**src/include/wps_pkg.sv**
```systemverilog
// Package with types and constants of the waveform playback scheduler.
package wps_pkg;

  localparam int NUM_CH = 4;
  localparam int ADDR_W = 16;
  localparam int LEN_W = 16;
  localparam int RATE_W = 4;
  localparam int SMP_W = 16;
  localparam logic [RATE_W-1:0] RATE_RESET = 4'h0;
  localparam logic [NUM_CH-1:0] DIGITAL_PORT_MASK = 4'hF;

  // Command opcodes from the sequencer instruction stream.
  typedef enum logic [2:0] {
    WPS_OP_PLAY_QUEUED = 3'h0,
    WPS_OP_PLAY_IMMEDIATE = 3'h1,
    WPS_OP_PLAY_PART_QUEUED = 3'h2,
    WPS_OP_PLAY_PART_IMMEDIATE = 3'h3,
    WPS_OP_PLAY_DIGITAL_PORT_WAVE = 3'h4,
    WPS_OP_PLAY_SILENCE = 3'h5
  } wps_op_t;

  // One play command as issued by the sequencer.
  typedef struct packed {
    wps_op_t op;
    logic map_valid;
    logic [NUM_CH-1:0] ch_map;
    logic [2:0] num_waves;
    logic [ADDR_W-1:0] base;
    logic [LEN_W-1:0] offset;
    logic [LEN_W-1:0] length;
    logic rate_valid;
    logic [RATE_W-1:0] rate;
  } wps_cmd_t;

  // Playback parameters of one launched waveform.
  typedef struct packed {
    logic [NUM_CH-1:0] ch_en;
    logic [ADDR_W-1:0] addr;
    logic [LEN_W-1:0] length;
    logic silence;
    logic four_ch_mode;
    logic [RATE_W-1:0] rate;
  } wps_play_t;

  typedef enum logic [1:0] {
    WPS_IDLE = 2'b01,
    WPS_PLAY = 2'b10
  } wps_state_t;

endpackage

```
**src/verilog/wps_launch_slot.sv**
```systemverilog
// Holding slot for one queued play command waiting on the active waveform.
module wps_launch_slot (
  input wire logic clk,
  input wire logic rst_n,
  input wire logic load,
  input wire wps_pkg::wps_play_t load_data,
  input wire logic take,
  output logic full,
  output wps_pkg::wps_play_t data
);

  logic next_full;
  wps_pkg::wps_play_t next_data;

  // A load in the same cycle as a take refills the slot.
  always_comb begin
    next_full = full;
    next_data = data;
    if (take) begin
      next_full = 1'b0;
    end
    if (load) begin
      next_full = 1'b1;
      next_data = load_data;
    end
  end

  always_ff @(posedge clk or negedge rst_n) begin
    if (!rst_n) begin
      full <= 1'b0;
      data <= '0;
    end else begin
      full <= next_full;
      data <= next_data;
    end
  end

endmodule

```
**src/verilog/wps_scheduler.sv**
```systemverilog
// Waveform playback scheduler: decodes play commands and drives sample playback.
module wps_scheduler #(
  parameter int NUM_CH = wps_pkg::NUM_CH
) (
  input wire logic clk,
  input wire logic rst_n,
  input wire logic cmd_valid,
  input wire wps_pkg::wps_cmd_t cmd,
  input wire logic [wps_pkg::RATE_W-1:0] default_sample_rate,
  input wire logic [wps_pkg::SMP_W-1:0] mem_rdata,
  output logic cmd_ready,
  output logic mem_rd,
  output logic [wps_pkg::ADDR_W-1:0] mem_addr,
  output logic [NUM_CH-1:0] ch_valid,
  output logic [wps_pkg::SMP_W-1:0] sample,
  output logic [wps_pkg::RATE_W-1:0] out_rate,
  output logic four_ch_mode,
  output logic busy,
  output logic play_done
);

  wps_pkg::wps_state_t state, next_state;
  wps_pkg::wps_play_t act, next_act;
  wps_pkg::wps_play_t dec;
  logic [wps_pkg::LEN_W-1:0] remain, next_remain;
  logic next_mem_rd, next_cmd_ready, next_play_done;
  logic [wps_pkg::ADDR_W-1:0] next_mem_addr;
  logic [NUM_CH-1:0] next_ch_valid;
  logic [wps_pkg::RATE_W-1:0] next_out_rate;
  logic next_four, next_busy, emit_valid, emit_silence;
  logic is_imm, take_cmd, slot_full, slot_load, slot_take, last;
  wps_pkg::wps_play_t slot_data;

  // Decode a command into the playback parameters it launches.
  always_comb begin
    dec = '0;
    dec.addr = cmd.base + cmd.offset;
    dec.length = cmd.length;
    dec.rate = cmd.rate_valid ? cmd.rate : default_sample_rate;
    if (cmd.map_valid) begin
      dec.ch_en = cmd.ch_map;
    end else begin
      for (int i = 0; i < NUM_CH; i++) begin
        dec.ch_en[i] = (i < int'(cmd.num_waves));
      end
    end
    case (cmd.op)
      wps_pkg::WPS_OP_PLAY_QUEUED, wps_pkg::WPS_OP_PLAY_IMMEDIATE: begin
        dec.addr = cmd.base;
      end
      wps_pkg::WPS_OP_PLAY_DIGITAL_PORT_WAVE: begin
        dec.addr = cmd.base;
        dec.four_ch_mode = 1'b1;
      end
      wps_pkg::WPS_OP_PLAY_SILENCE: begin
        dec.addr = '0;
        dec.silence = 1'b1;
        dec.ch_en = wps_pkg::DIGITAL_PORT_MASK;
      end
      default: begin
      end
    endcase
    is_imm = (cmd.op == wps_pkg::WPS_OP_PLAY_IMMEDIATE) ||
             (cmd.op == wps_pkg::WPS_OP_PLAY_PART_IMMEDIATE);
  end

  // Every command, immediate ones too, waits for a free slot.
  // An immediate launch therefore never collides with a waiting queued one.
  assign take_cmd = cmd_valid && cmd_ready;
  assign last = (state == wps_pkg::WPS_PLAY) && (remain == 16'h0001);

  // Scheduler state, sample sequencing and output register values.
  always_comb begin
    next_state = state;
    next_act = act;
    next_remain = remain;
    slot_load = 1'b0;
    slot_take = 1'b0;
    emit_valid = 1'b0;
    emit_silence = 1'b0;
    next_mem_addr = mem_addr;
    next_play_done = last;
    if (state == wps_pkg::WPS_PLAY) begin
      emit_valid = 1'b1;
      emit_silence = act.silence;
      next_mem_addr = act.addr;
      next_act.addr = act.addr + 16'h0001;
      next_remain = remain - 16'h0001;
      if (last) begin
        next_state = wps_pkg::WPS_IDLE;
      end
    end
    if ((state == wps_pkg::WPS_IDLE || last) && slot_full) begin
      slot_take = 1'b1;
      next_act = slot_data;
      next_remain = slot_data.length;
      next_state = wps_pkg::WPS_PLAY;
    end
    if (take_cmd && is_imm) begin
      next_act = dec;
      next_remain = dec.length;
      next_state = wps_pkg::WPS_PLAY;
    end else if (take_cmd) begin
      slot_load = 1'b1;
    end
    next_mem_rd = emit_valid && !emit_silence;
    next_ch_valid = emit_valid ? act.ch_en : '0;
    next_out_rate = emit_valid ? act.rate : out_rate;
    next_four = emit_valid ? act.four_ch_mode : four_ch_mode;
    next_busy = (next_state == wps_pkg::WPS_PLAY);
    // Ready follows the slot as it will be after this edge, so a second command cannot overwrite a waiting one.
    next_cmd_ready = !(slot_load || (slot_full && !slot_take));
  end

  wps_launch_slot u_slot (
    .clk(clk),
    .rst_n(rst_n),
    .load(slot_load),
    .load_data(dec),
    .take(slot_take),
    .full(slot_full),
    .data(slot_data)
  );

  // Sample path: silence samples are forced to zero one cycle after the address.
  logic sil_d, next_sil_d;
  logic [wps_pkg::SMP_W-1:0] next_sample;
  always_comb begin
    next_sil_d = emit_silence;
    next_sample = sil_d ? '0 : mem_rdata;
  end

  always_ff @(posedge clk or negedge rst_n) begin
    if (!rst_n) begin
      state <= wps_pkg::WPS_IDLE;
      act <= '0;
      remain <= '0;
      cmd_ready <= 1'b1;
      mem_rd <= 1'b0;
      mem_addr <= '0;
      ch_valid <= '0;
      out_rate <= wps_pkg::RATE_RESET;
      four_ch_mode <= 1'b0;
      busy <= 1'b0;
      play_done <= 1'b0;
      sil_d <= 1'b0;
      sample <= '0;
    end else begin
      state <= next_state;
      act <= next_act;
      remain <= next_remain;
      cmd_ready <= next_cmd_ready;
      mem_rd <= next_mem_rd;
      mem_addr <= next_mem_addr;
      ch_valid <= next_ch_valid;
      out_rate <= next_out_rate;
      four_ch_mode <= next_four;
      busy <= next_busy;
      play_done <= next_play_done;
      sil_d <= next_sil_d;
      sample <= next_sample;
    end
  end

  // Immediate command restarts the length counter on the next edge.
  chk_immediate_restart: assert property (@(posedge clk) disable iff (!rst_n)
    cmd_valid && cmd_ready && is_imm && cmd.length != '0
    |=> state == wps_pkg::WPS_PLAY && remain == $past(cmd.length))
    else $error("immediate command did not restart playback");
  // A queued slot launches on the cycle after the last sample.
  chk_queued_nogap: assert property (@(posedge clk) disable iff (!rst_n)
    last && slot_full && !(cmd_valid && cmd_ready && is_imm)
    |=> state == wps_pkg::WPS_PLAY && remain == $past(slot_data.length))
    else $error("queued waveform did not follow without gap");
  // Done pulse rises one cycle after last, in the same cycle as the last sample's address and channels.
  chk_done_pulse: assert property (@(posedge clk) disable iff (!rst_n)
    last |=> play_done)
    else $error("done pulse missing after last sample");
  // Silence never reads waveform memory.
  chk_silence_noread: assert property (@(posedge clk) disable iff (!rst_n)
    state == wps_pkg::WPS_PLAY && act.silence |=> !mem_rd && ch_valid == wps_pkg::DIGITAL_PORT_MASK)
    else $error("silence read memory or missed a channel");
  // Silence samples come out as zero.
  chk_silence_zero: assert property (@(posedge clk) disable iff (!rst_n)
    sil_d |=> sample == '0)
    else $error("silence sample not zero");
  // Partial play starts reading at base plus offset.
  chk_part_offset: assert property (@(posedge clk) disable iff (!rst_n)
    cmd_valid && cmd_ready && cmd.op == wps_pkg::WPS_OP_PLAY_PART_IMMEDIATE && cmd.length != '0
    |=> ##1 mem_addr == $past(cmd.base, 2) + $past(cmd.offset, 2))
    else $error("partial play started at wrong address");
  // Rate falls back to the host default.
  chk_default_rate: assert property (@(posedge clk) disable iff (!rst_n)
    cmd_valid && cmd_ready && is_imm && !cmd.rate_valid && cmd.length != '0
    |=> ##1 out_rate == $past(default_sample_rate, 2))
    else $error("default rate not applied");
  // Digital-port play is never immediate and sets four-channel mode.
  chk_digital_mode: assert property (@(posedge clk) disable iff (!rst_n)
    slot_take && slot_data.four_ch_mode |=> act.four_ch_mode)
    else $error("digital-port play lost four-channel mode");
  // Auto assignment enables the low channels by count.
  chk_auto_assign: assert property (@(posedge clk) disable iff (!rst_n)
    cmd_valid && !cmd.map_valid && cmd.op != wps_pkg::WPS_OP_PLAY_SILENCE && cmd.num_waves == 3'h1
    |-> dec.ch_en == 4'h1)
    else $error("automatic channel assignment wrong");
  // Explicit map drives all mapped channels together.
  chk_map_together: assert property (@(posedge clk) disable iff (!rst_n)
    cmd_valid && cmd.map_valid && cmd.op != wps_pkg::WPS_OP_PLAY_SILENCE |-> dec.ch_en == cmd.ch_map)
    else $error("explicit mapping not applied");
  // With nothing waiting, playback stops after its last sample and the channels fall idle a cycle later.
  chk_exact_len: assert property (@(posedge clk) disable iff (!rst_n)
    last && !slot_full && !(cmd_valid && cmd_ready && is_imm)
    |=> state == wps_pkg::WPS_IDLE ##1 ch_valid == '0)
    else $error("playback did not stop after length");

endmodule

```
**config.mk**
```make
export PLATFORM = sky130hd
export DESIGN_NAME = wps_scheduler
export DESIGN_NICKNAME = d
export VERILOG_FILES = /design/src/include/wps_pkg.sv /design/src/verilog/wps_launch_slot.sv /design/src/verilog/wps_scheduler.sv
export SDC_FILE = /design/constraint.sdc
export NUM_CORES = 1
export LEC_CHECK = 0
export BUFFER_PORTS_ARGS = -buffer_cell sky130_fd_sc_hd__buf_2
export CAP_MARGIN = 20
export CORE_UTILIZATION = 61
export DETAILED_ROUTE_END_ITERATION = 16
export GPL_ROUTABILITY_DRIVEN = 1
export GPL_TIMING_DRIVEN = 0
export PLACE_DENSITY = 0.86
export SYNTH_ARGS = -nofsm -noshare
export SYNTH_HDL_FRONTEND = slang
export SYNTH_HIERARCHICAL = 1
export SYNTH_SLANG_ARGS = --single-unit
export TNS_END_PERCENT = 20
```
**constraint.sdc**
```tcl
create_clock -name clk -period 3.58 [get_ports clk]
set_input_delay 0.537 -clock clk [delete_from_list [all_inputs] [get_ports clk]]
set_output_delay 0.537 -clock clk [all_outputs]
set_load 0.03 [all_outputs]
```
* Word-level counts from Yosys, hierarchy flattened
Index checks and enable logic that the tools add are counted.
** Storage, ports and cells
- Bits of input ports :: 87
- Register bits after elaboration :: 133
- Output and inout bits :: 45
** Cells by class
- Reduce and logical (&&, ||, !) cells :: 17
- Multiplexer cells :: 25
- Order comparisons :: 4
- $add $sub $neg :: 3
- Eq/ne operators :: 8
** Operators with widths (count)
- $mux W42 :: 2
- $mux W16 :: 5
- $pmux W16 S2 :: 1
- $add A16 B1 Y16 const B :: 1
- $add A16 B16 Y16 :: 1
- $eq A16 B1 Y1 const B :: 1
- $mux W4 :: 4
- $sub A16 B1 Y16 const B :: 1
- $mux W1 :: 9
- $mux W2 :: 4
- $eq A3 B3 Y1 const B :: 2
- $logic_and A1 B1 Y1 :: 6
- $lt A1 B3 Y1 const A :: 2
- $lt A2 B3 Y1 const A :: 2
- $eq A2 B2 Y1 const B :: 2
- $reduce_bool A2 Y1 :: 2
- $eq A3 B1 Y1 const B :: 1
- $eq A3 B2 Y1 const B :: 1
- $logic_not A1 Y1 :: 3
- $logic_not A3 Y1 :: 1
- $logic_or A1 B1 Y1 :: 3
- $reduce_bool A3 Y1 :: 1
- $reduce_or A3 Y1 :: 1
- $eq A2 B1 Y1 const B :: 1

* Logic depth before layout (Yosys ltp)
Gate-level depths: netlist of the first run.
- Depth after elaboration :: 9
- Gate-level depth with buffers :: 11

* By module
Netlist of the first run, hierarchy kept.
** Modules (own cells, without submodules)
- wps_scheduler :: times used 1, area an instance 5397.7 um2, cells an instance 637, seq. area each 2254.7 um2
- wps_launch_slot :: times used 1, area an instance 1798.0 um2, cells an instance 92, seq. area each 1076.0 um2

* Worst setup path before layout of the first run
OpenSTA, ideal clock, no wires.
- Path type :: in2reg
- From :: in cmd[29] in the netlist's numbering
- To :: reg u_slot/data[37] in the netlist's numbering
- Setup time :: 0.125 ns
- Arrival time :: 2.667 ns
- Stages :: 9
- Required time :: 3.455 ns
- Setup slack :: 0.788 ns
- Cells stage by stage :: ha_1 -> a21oi_1 -> o21ai_0 -> or3_1 -> o21ba_2 -> o311ai_0 -> or2_2 -> a31oi_1 -> mux2_4
** RTL lines
- start: declaration :: line wps_scheduler.sv:8 : input wire wps_pkg::wps_cmd_t cmd,
- end signal: assignment :: line wps_launch_slot.sv:34 : data <= next_data;
- end: declaration :: line wps_launch_slot.sv:9 : output wps_pkg::wps_play_t data

==> results of run 1 <==
cells by family (layout without fill, tap and decap cells):
logic type,Yosys count,after routing,share of synthesized area (%)
AOI/OAI and AO/OA,161,161,14.9
xor gates and xnor gates,24,24,2.92
adders and majority gates,19,19,3.41
buffers and inverters,57,221,4.43
DFF,133,133,46.3
muxes,50,50,9.79
and+or+nand+nor,285,285,18.3
worst max path at each step:
| stage | to | slack (ns) | cells after the start |
|---|---|---|---|
| after floorplan | u_slot/data[37]$_DFFE_PN0P_ | 0.79 | 9 |
| after global placement | out_rate[0]$_DFFE_PN0N_ | 0.30 | 1 |
| after detailed placement | u_slot/data[37]$_DFFE_PN0P_ | 0.32 | 10 |
| after CTS | u_slot/data[37]$_DFFE_PN0P_ | 0.75 | 10 |
| after global routing | u_slot/data[34]$_DFFE_PN0P_ | 0.58 | 12 |
| final | u_slot/data[37]$_DFFE_PN0P_ | 0.60 | 10 |
flip-flops by register name, indices dropped and copies added, names as in the netlist:
register      count
u_slot/data      42
act              26
mem_addr         16
remain           16
sample           16
ch_valid          4
out_rate          4
state             2
busy              1
cmd_ready         1
four_ch_mode      1
mem_rd            1
play_done         1
sil_d             1
u_slot/full       1
power by group:
group | switching (µW) | internal [µW]
clock network | 685 | 1120
registers | 524 | 2140
logic | 1100 | 941
worst reg2reg max path, stage by stage, from the launching register on:
cell	delay (ns)
dfstp_2	0.54
nand2b_1	0.10
clkbuf_1	0.33
nor3b_1	0.10
and3b_1	0.20
buf_6	0.14
o21ai_4	0.19
buf_2	0.33
clkbuf_1	0.44
nand2_1	0.13
a31oi_1	0.24
routing by layer:
layer | routed length, µm | share of wire [%] | vias up | global-route usage [%]
met1 | 7700 | 38 | 3080 | 40.5
met4 | 864 | 4.3 | 0 | 20.3
met3 | 1830 | 9.1 | 83 | 7.74
li1 | - | - | 2888 | -
met2 | 9720 | 48 | 421 | 55.9
met5 | 0 | 0 | - | 0
cell usage in the layout (no fill, tap or decap), types with 4 or more instances in the layout:
| cell | netlist | final |
|---|---|---|
| a31oi_1 | 15 | 15 |
| xnor2_1 | 10 | 10 |
| nor4_1 | 4 | 4 |
| clkbuf_1 | 22 | 22 |
| o21a_1 | 7 | 7 |
| nor2b_1 | 21 | 21 |
| a22oi_1 | 4 | 4 |
| o2bb2ai_1 | 6 | 6 |
| a211oi_1 | 14 | 14 |
| nand4_1 | 6 | 6 |
| a21o_1 | 8 | 8 |
| ha_1 | 18 | 18 |
| buf_12 | 4 | 4 |
| clkbuf_16 | 0 | 17 |
| buf_1 | 6 | 6 |
| dfrtp_1 | 131 | 131 |
| nand3_1 | 20 | 20 |
| o21ai_0 | 34 | 34 |
| buf_6 | 4 | 5 |
| mux2i_1 | 4 | 4 |
| mux2_4 | 39 | 39 |
| o31ai_1 | 6 | 6 |
| a21oi_1 | 28 | 28 |
| nor2_1 | 48 | 48 |
| mux2_2 | 7 | 7 |
| and3_1 | 9 | 9 |
| and2_1 | 7 | 7 |
| or3_1 | 4 | 4 |
| o22ai_1 | 10 | 10 |
| nand2b_1 | 5 | 5 |
| inv_1 | 14 | 14 |
| nand2_1 | 125 | 125 |
| nor3_1 | 23 | 23 |
| o211ai_1 | 5 | 5 |
| buf_2 | 5 | 135 |
| xor2_1 | 14 | 14 |
layout make-up:
class,count,area [µm²],share of cell area [%]
Multi-Input combinational cell,539,3550,40.9
Sequential cell,133,3330,38.4
Timing Repair Buffer,132,689,7.94
Clock buffer,18,439,5.06
Buffer,42,263,3.03
Tap cell,143,179,2.06
Clock inverter,14,175,2.02
Inverter,15,56.3,0.649
through the flow:
stage | worst slack [ns] | hold WS (ns) | utilization, % | cell area (µm²)
floorplan | 0.788 | 0.241 | - | 7200
global placement | 0.299 | 0.454 | 70.0 | 8030
detailed placement | 0.316 | 0.457 | 70.3 | 8060
CTS | 0.753 | 0.0661 | 75.7 | 8680
global route | 0.577 | 0.0826 | 75.7 | 8680
finish | 0.598 | 0.0538 | 75.7 | 8680
==> metrics.txt, run 1 <==
outcome=completed; CP startpoint kind=input port; Slew Viols, Final=0; ANT cells=0; Core Footprint=11,500 µm²; layout cell share with drive strength beyond 1=26.1%; DR vias=6,472; r2r startpoint=state[0]$_DFF_PN1_; vias in the first global route=6,661; cts bufs inserted=17; total power=6510 µW; die area=12,200 µm²; I/O Pins=132; wire per inst=19.4 µm; critical path class=input port to flip-flop; detailed-route wire length=20,100 µm; cts hold-fix bufs=0; initial core utilization=62.7%; Synth top area share=45.6%; initial drt markers=641; post-synthesis sequential area ratio=46.3%; worst vdd ir=645 µV; Clock Skew=0.00697 ns; die height=111 µm; GPL Wtd Cong=0.889; unrepaired setup endpoints after global routing=no; post-synthesis instance area=7200 µm²; predominant post-synthesis flop cell=dfrtp_1; Synth cell types=67; minimum clock period=2.98 ns; Synth Register Bits=133; Top Family by Delay on Critical Path=compound AO/OA/AOI/OAI gates; die width=111 µm; H-tree depth=4; Clock Latency Late Sink=0.42 ns; Slew HR=35.9%; GR Util All Layers=33.9%; most frequent cells after synthesis=dfrtp_1, nand2_1, nor2_1, mux2_4, o21ai_0; CTS tree=built; Avg Cell Area, Syn=9.87 µm²; 1st-pass router iterations=7; port bufs=131; DP HPWL=13,700 µm; # Max-Cap Violations=0; Min-Delay Path Class=input port to async pin; PwrDens=750 nW/µm²; ys async rst share=100%; final period utilization=83.3%; buffer and inverter count on the worst path=1; top post-synthesis cells by area=dfrtp_1, mux2_4, nand2_1, ha_1, nor2_1; Gate Count Post-Synth=729; nets@finish=986; Req. time, crit path=3.89 ns; YS warnings=6; setup TNS=0 ns; most common cell in the netlist=dfrtp_1; post-CTS resize count=0; Critical Path Source=cmd[45]; slowest cell delay on critical path=0.83 ns; Slowest-stage cell, CP=o311ai_0; Pleak=0.00403 µW; reg-to-reg slack, setup=0.74 ns; Via-to-Cell Ratio=6.25; CP Cell Sequence=buf_2 -> ha_1 -> a21oi_1 -> o21ai_0 -> or3_1 -> o21ba_2 -> o311ai_0 -> or2_2 -> a31oi_1 -> mux2_4; fillcell total=743; DRC=0; Layout area overhead=20.6%; setup bufs post-CTS=0; final hold vios=0; cell count after placement=1,004; FMAX=335 MHz; CP Capture Type=flip-flop; DRT antenna net count=0; clock sinks=133; Synth area leader=dfrtp_1; syn_nets=835; row cnt=39; Max Buffers Root-to-Sink=2; first-pass GRT wire length=32,500 µm; EDFF count, synth=0; initial antenna violation count=0; Worst Reg-to-Reg Cells=10; Clock Pin Slew Worst Setup and Hold Paths=0.06 ns; final setup vio count=0; Critical Path AT=3.29 ns; Worst R2R End=act[0]$_DFFE_PN0P_; Overflow after GRT=0; actual slew at the worst max-slew pin=0.949 ns; largest net degree at the start of global routing=83; Final Non-Filler Cells=1,036; clk root buf=clkbuf_16; CP max FO=6
No activity file was read; power rests on OpenSTA's default activity.
==> inputs of run 2 (changes only) <==
--- a/config.mk
+++ b/config.mk
@@ -5,13 +5,14 @@
 export SDC_FILE = /design/constraint.sdc
 export NUM_CORES = 1
 export LEC_CHECK = 0
+export ABC_AREA = 1
 export BUFFER_PORTS_ARGS = -buffer_cell sky130_fd_sc_hd__buf_2
 export CAP_MARGIN = 20
-export CORE_UTILIZATION = 61
+export CORE_UTILIZATION = 57
 export DETAILED_ROUTE_END_ITERATION = 16
 export GPL_ROUTABILITY_DRIVEN = 1
 export GPL_TIMING_DRIVEN = 0
-export PLACE_DENSITY = 0.86
+export PLACE_DENSITY = 0.81
 export SYNTH_ARGS = -nofsm -noshare
 export SYNTH_HDL_FRONTEND = slang
 export SYNTH_HIERARCHICAL = 1
==> constraint.sdc (replaced) <==
create_clock -name clk -period 3 [get_ports clk]
set_input_delay 0.45 -clock clk [delete_from_list [all_inputs] [get_ports clk]]
set_output_delay 0.45 -clock clk [all_outputs]
set_load 0.03 [all_outputs]
==> run 2 against run 1 <==
Effect of this change:
- flip-flop and latch count is the same
- design area grew 8.1%
- sequential power shrank 32%
- utilization shrank 5.7 points
- hold slack lost 0.035 ns
- synthesized cell count grew 51%
- largest cell class unchanged
- largest power group is now clock
- highest routed layer unchanged
==> metrics.txt, run 2 <==
YS warnings=6 (unchanged); most frequent cells in the layout=nand2_1, buf_2, dfrtp_1; post-synthesis sequential area ratio=42.1% (-4.2 points); 1st-pass router iterations=5 (-2); row cnt=42 (+7.7%); nets@finish=1,359 (+38%); Via-to-Cell Ratio=5.08 (-19%); minimum clock period=2.16 ns; setup bufs post-CTS=0 (unchanged); syn_nets=1,209 (+45%); unrepaired setup endpoints after global routing=no; ys async rst share=100% (unchanged); pre-CTS setup slack=0.767 ns (+0.451 ns); post-CTS resize count=0 (unchanged); ANT cells=0 (unchanged); Min-Delay Path Class=input port to async pin; clock sinks=133 (unchanged); Clock Pin Slew Worst Setup and Hold Paths=0.06 ns (about the same); Slowest-stage cell, CP=dfstp_2; Final Cell Area=9380 µm² (+8.1%); initial antenna violation count=0 (unchanged); Critical Path AT=2.48 ns (-0.81 ns); cell mode on critical path=nand2_1; Max Buffers Root-to-Sink=2 (unchanged); critical path class=flip-flop to flip-flop; GR Util All Layers=29.4% (-4.5 points); Gate Count Post-Synth=1,103 (+51%); first-pass GRT wire length=32,700 µm (+0.45%); fillcell total=1,143 (+54%); vias in the first global route=6,781 (+1.8%); Synth cell types=40 (-40%); PwrDens=447 nW/µm² (-40%); final period utilization=72.1%; DRT antenna net count=0 (unchanged); DR WL met3=1430 µm (-22%); DRC=0 (unchanged); actual slew at the worst max-slew pin=0.603 ns (-0.346 ns); final hold vios=0 (unchanged); leading cell type in the layout, fill and taps excluded=nand2_1; most frequent cells after synthesis=nand2_1, dfrtp_1, inv_1, nor2_1, nand3_1; max FFs per register=42 (unchanged); placed inst area=8810 µm² (+9.3%); # Max-Cap Violations=0 (unchanged); H-tree depth=4 (unchanged); Avg Cell Area, Syn=7.17 µm² (-27%); CP max FO=10 (+4); M1 WL=9130 µm (+19%); outcome=completed; Clock Skew=0.00964 ns (+0.00267 ns); met2 routed WL=8770 µm (-9.7%); post-synthesis instance area=7910 µm² (+9.9%); Synth top area share=41.4% (-4.1 points); die width=120 µm (+8.3%); cts bufs inserted=17 (unchanged); Synth Register Bits=133 (unchanged); CP startpoint kind=flip-flop; EDFF count, synth=0 (unchanged); Synth area leader=dfrtp_1; layout cell share with drive strength beyond 1=19.4% (-6.7 points); top post-synthesis cells by area=dfrtp_1, nand2_1, inv_1, nor2_1, nand3_1; Top reg by flops=u_slot/data; Clock Latency Late Sink=0.43 ns (about the same); Overflow after GRT=0 (unchanged); initial core utilization=59.0% (-3.7 points); die area=14,300 µm² (+17%); slowest cell delay on critical path=0.52 ns (-0.31 ns); die height=120 µm (+8.3%); DR vias=7,327 (+13%); worst vdd ir=392 µV (-39%); Req. time, crit path=3.31 ns (-0.58 ns); Layout area overhead=18.6%; Core Footprint=13,400 µm² (+17%); detailed-route wire length=19,800 µm (-1.5%); FMAX=462 MHz; hold_ws=0.0191 ns (-0.0347 ns); DP HPWL=14,800 µm (+8.5%); CTS tree=built; DR top layer=met4; Slew Viols, Final=0 (unchanged); final setup vio count=0 (unchanged); predominant post-synthesis flop cell=dfrtp_1; clk root buf=clkbuf_16; registers with the most flip-flops=u_slot/data x42, act x26; initial drt markers=635 (-0.94%); Slew HR=59.8% (+24 points); CP Capture Type=flip-flop; GPL Wtd Cong=0.910 (+2.3%); port bufs=130 (-0.76%); largest net degree at the start of global routing=70 (-16%); Final Util=70.0% (-5.7 points); CP Cell Sequence=nand2_1 -> nor3_4 -> inv_2 -> buf_2 -> buf_2 -> o21ai_0 -> inv_1 -> nand2_1 -> nand2_1; final worst-path setup slack=0.837 ns (+0.239 ns); I/O Pins=132 (unchanged); Pleak=0.00517 µW (+28%); cts hold-fix bufs=0 (unchanged); wire per inst=13.7 µm (-29%); most common cell in the netlist=nand2_1
==> run 2: cell types whose count changed in the layout (fill, tap and decap cells not counted), sizes merged, moves of 15 or more <==
cell	before	now
a31oi	15	0
mux2	46	4
nand2	125	463
nor2b	21	0
nor3	23	6
nand3	20	72
nor2	49	130
inv	18	128
==> run 2: stage by stage <==
step / TNS (ns) / cells / power [µW]
2_1_floorplan: 0 / 1103 / 2060
3_3_place_gp: -38.56 / 1409 / 2210
3_5_place_dp: 0 / 1410 / 2220
4_1_cts: 0 / 1441 / 4210
5_1_grt: 0 / 1441 / 4340
6_report: 0 / 1441 / 4200
==> run 2: logic make-up (layout without fill, tap and decap cells) <==
| logic type | after synthesis | count (layout) | share of synthesized area, % |
|---|---|---|---|
| compound gates | 64 | 64 | 4.56 |
| xor+xnor | 21 | 21 | 2.33 |
| fa+ha+maj | 19 | 19 | 3.10 |
| buf+inv | 165 | 327 | 9.60 |
| flops | 133 | 133 | 42.1 |
| mux | 4 | 4 | 0.569 |
| simple gates | 697 | 697 | 37.7 |
==> run 2: cell type report <==
type                       count  area (µm²)  area share, %
tap                          176         220           2.35
buffer                        37         272           2.89
multi-input combinational    805        3820           40.7
clock inverter                 9         104           1.11
inverter                     128         488           5.20
sequential                   133        3330           35.5
timing repair buffer         131         684           7.30
clock buffer                  22         464           4.95
==> run 2: path summary, 6_finish.rpt <==
kind / from / slack [ns] / cells past startpoint / endpoint
worst max-delay path: cmd_ready$_DFF_PN1_ / 0.84 / 9 / act[24]$_DFFE_PN0P_
max in group asynchronous: rst_n / 2.26 / 2 / u_slot/data[26]$_DFFE_PN0P_
worst min-delay path: rst_n / 0.02 / 1 / sample[0]$_DFF_PN0_
worst min register to register: act[5]$_DFFE_PN0P_ / 0.44 / 1 / mem_rd$_DFF_PN0_
worst max register to register: cmd_ready$_DFF_PN1_ / 0.84 / 9 / act[24]$_DFFE_PN0P_
min in group clk: mem_rdata[4] / 0.23 / 3 / sample[4]$_DFF_PN0_
==> run 2: worst max-delay path: cells and delay by family (launching register included) <==
family | cells | cell delay, ns
buf+inv | 4 | 0.66
simple gates | 4 | 0.65
compound gates | 1 | 0.23
flops | 1 | 0.52
==> run 2: power by group <==
group | total [µW] | internal, µW | switching, µW
Sequential | 1810 | 1810 | 2.00
Combinational | 385 | 138 | 247
Clock | 2010 | 1250 | 750
==> run 2: metal layers <==
layer	vias up	track usage (%)
li1	3705	-
met1	3292	40.4
met2	287	45.6
met3	43	6.99
met4	0	9.92
met5	-	0
==> inputs of run 3 (changes only) <==
--- a/config.mk
+++ b/config.mk
@@ -5,14 +5,14 @@
 export SDC_FILE = /design/constraint.sdc
 export NUM_CORES = 1
 export LEC_CHECK = 0
-export ABC_AREA = 1
+export ABC_AREA = 0
 export BUFFER_PORTS_ARGS = -buffer_cell sky130_fd_sc_hd__buf_2
 export CAP_MARGIN = 20
-export CORE_UTILIZATION = 57
+export CORE_UTILIZATION = 51
 export DETAILED_ROUTE_END_ITERATION = 16
 export GPL_ROUTABILITY_DRIVEN = 1
 export GPL_TIMING_DRIVEN = 0
-export PLACE_DENSITY = 0.81
+export PLACE_DENSITY = 0.77
 export SYNTH_ARGS = -nofsm -noshare
 export SYNTH_HDL_FRONTEND = slang
 export SYNTH_HIERARCHICAL = 1
==> constraint.sdc (replaced) <==
create_clock -name clk -period 1.9 [get_ports clk]
set_input_delay 0.285 -clock clk [delete_from_list [all_inputs] [get_ports clk]]
set_output_delay 0.285 -clock clk [all_outputs]
set_load 0.03 [all_outputs]
==> run 3 against run 2 <==
Effect of this change:
- the flow now finishes with violations (DRC, setup timing)
- hold slack gained 0.076 ns
- sequential power grew to 2.8 times the previous value
- combinational power grew to 10 times the previous value
- first-iteration DRC count shrank 9.4%
- routed wire length grew 2.0%
- clock skew shrank 0.0011 ns
- highest routed layer unchanged
- maximum frequency shrank 17%
- clock power grew 69%
- via count shrank 13%
==> metrics.txt, run 3 (synthesis results as in run 1) <==
outcome=finished, violations left; failing checks=DRC, setup timing; sequential power share=40.5% (-2.6 points); PwrDens=1350 nW/µm² (+200%); combinational group share of total power=32.3% (+23 points); max FFs per register=42 (unchanged); Clk pwr share=27.2% (-21 points); Overflow after GRT=0 (unchanged); Worst R2R End=remain[9]$_DFFE_PN0P_; Via-to-Cell Ratio=5.89 (+16%); cts bufs inserted=17 (unchanged); Internal Pwr Total=8030 µW (+150%); worst vdd ir=657 µV (+67%); GPL Wtd Cong=0.877 (-3.6%); Slew Viols, Final=0 (unchanged); I/O Pins=132 (unchanged); minimum clock period=2.59 ns (+0.430 ns); Min-Delay Path Class=input port to flip-flop; Critical Path AT=2.89 ns (+0.41 ns); Clock Skew=0.00852 ns (-0.00112 ns); DRT antenna net count=0 (unchanged); # Max-Cap Violations=0 (unchanged); Top reg by flops=u_slot/data; Layout area overhead=27.9%; switching share of power=35.6% (+12 points); Slew HR=45.4% (-14 points); Clock Pin Slew Worst Setup and Hold Paths=0.06 ns (about the same); Core Footprint=13,800 µm² (+3.2%); unrepaired setup endpoints after global routing=yes; r2r startpoint=remain[10]$_DFFE_PN0P_; actual slew at the worst max-slew pin=0.819 ns (+0.215 ns); final period utilization=136% (+64 points); net switching power=4440 µW (+340%); CP Capture Type=flip-flop; Critical Path Source=remain[10]$_DFFE_PN0P_; final hold vios=0 (unchanged); initial core utilization=52.0% (-7.0 points); CTS tree=built; placed inst area=8120 µm² (-7.8%); final worst-path setup slack=-0.692 ns (-1.53 ns); end of the critical path=remain[9]$_DFFE_PN0P_; leading cell type in the layout, fill and taps excluded=buf_2; die width=121 µm (+0.83%); setup TNS=-28.72 ns (-28.72 ns); die height=121 µm (+0.83%); Max Buffers Root-to-Sink=2 (unchanged); CP startpoint kind=flip-flop; initial antenna violation count=0 (unchanged); wire per inst=18.6 µm (+35%); vias in the first global route=6,134 (-9.5%); first-pass GRT wire length=31,000 µm (-5.2%); Req. time, crit path=2.19 ns (-1.12 ns); 1st-pass router iterations=11 (+6); DR vias=6,406 (-13%); largest net degree at the start of global routing=68 (-2.9%); detailed-route wire length=20,200 µm (+2.0%); critical path class=flip-flop to flip-flop; Clock Latency Late Sink=0.42 ns (about the same); ANT cells=0 (unchanged); GR Util All Layers=27.8% (-1.6 points); final setup vio count=54 (+54); Worst Reg-to-Reg Cells=9 (unchanged); reg-to-reg slack, setup=-0.69 ns (-1.53 ns); die area=14,600 µm² (+1.7%); H-tree depth=4 (unchanged); nets@finish=1,001 (-26%); Pleak=0.00420 µW (-19%); clock sinks=133 (unchanged); pre-CTS setup slack=-0.924 ns (-1.69 ns); port bufs=131 (+0.77%); layout cell share with drive strength beyond 1=31.6% (+12 points); Final Cell Area=9210 µm² (-1.9%); CP max FO=10 (unchanged); DRC=2 (+2); hold_ws=0.0948 ns (+0.0757 ns); row cnt=43 (+2.4%); initial drt markers=575 (-9.4%); clk root buf=clkbuf_16; most frequent cells in the layout=buf_2, dfrtp_1, nand2_1; FMAX=386 MHz (-17%); registers with the most flip-flops=u_slot/data x42, act x26; DP HPWL=13,100 µm (-12%)
==> run 3: power groups by stage <==
stage               clock, µW  sequential (µW)  combinational (µW)
finish                   3390             5050                4030
global route             3530             5190                4370
CTS                      3410             4980                3830
detailed placement          0             4970                3730
global placement            0             4950                3610
floorplan                   0             5390                2190
==> run 3: layer usage <==
layer  share of wire, %  wire (µm)  track usage (%)  up-vias
met3                7.1       1430             4.10       53
li1                   -          -                -     2917
met1                 42       8440             36.4     3097
met2                 48       9620             45.4      339
met4                3.6        722             13.3        0
met5                  0          0                0        -
==> run 3: stage by stage <==
step	cells	util, %	power, µW
finish	1088	66.6	12500
detailed placement	1041	58.8	8700
global route	1088	66.6	13100
CTS	1079	64.7	12200
global placement	1040	58.5	8560
floorplan	729	-	7580
==> run 3: final cells by class <==
cell class / count / area [µm²]
inverter: 15 / 61.3
clock buffer: 19 / 433
sequential: 133 / 3330
multi-input combinational: 539 / 3770
timing repair buffer: 147 / 887
tap: 180 / 225
fill: 1012 / 4620
buffer: 42 / 328
clock inverter: 13 / 171
==> run 3: worst min-delay path by stage <==
stage,end,from,slack [ns],depth (start not counted)
3_5_place_dp,sample[5]$_DFF_PN0_,rst_n,0.31,1
2_1_floorplan,act[0]$_DFFE_PN0P_,rst_n,-0.01,0
4_1_cts,sample[11]$_DFF_PN0_,mem_rdata[11],0.09,2
5_1_grt,sample[15]$_DFF_PN0_,mem_rdata[15],0.1,2
3_3_place_gp,out_rate[1]$_DFFE_PN0N_,act[1]$_DFFE_PN0P_,0.45,2
6_report,sample[11]$_DFF_PN0_,mem_rdata[11],0.09,2
==> run 3: what timing repair did <==
item | CTS | global route
gates cloned | 1 | 3
hold buffers | 1 | 0
hold endpoints to repair | 66 | 0
setup buffers | 4 | 6
resized for setup | 36 | 35
pin swaps | 9 | 9
setup endpoints to repair | 73 | 77
==> run 3: critical path, cell delays in order, from the launching register on <==
cell	delay, ns
dfrtp_2	0.44
or4_4	0.49
or3b_4	0.39
and3b_1	0.24
buf_6	0.11
o21ai_4	0.10
buf_6	0.19
nor3_1	0.20
o21ai_0	0.13
o2bb2ai_1	0.17
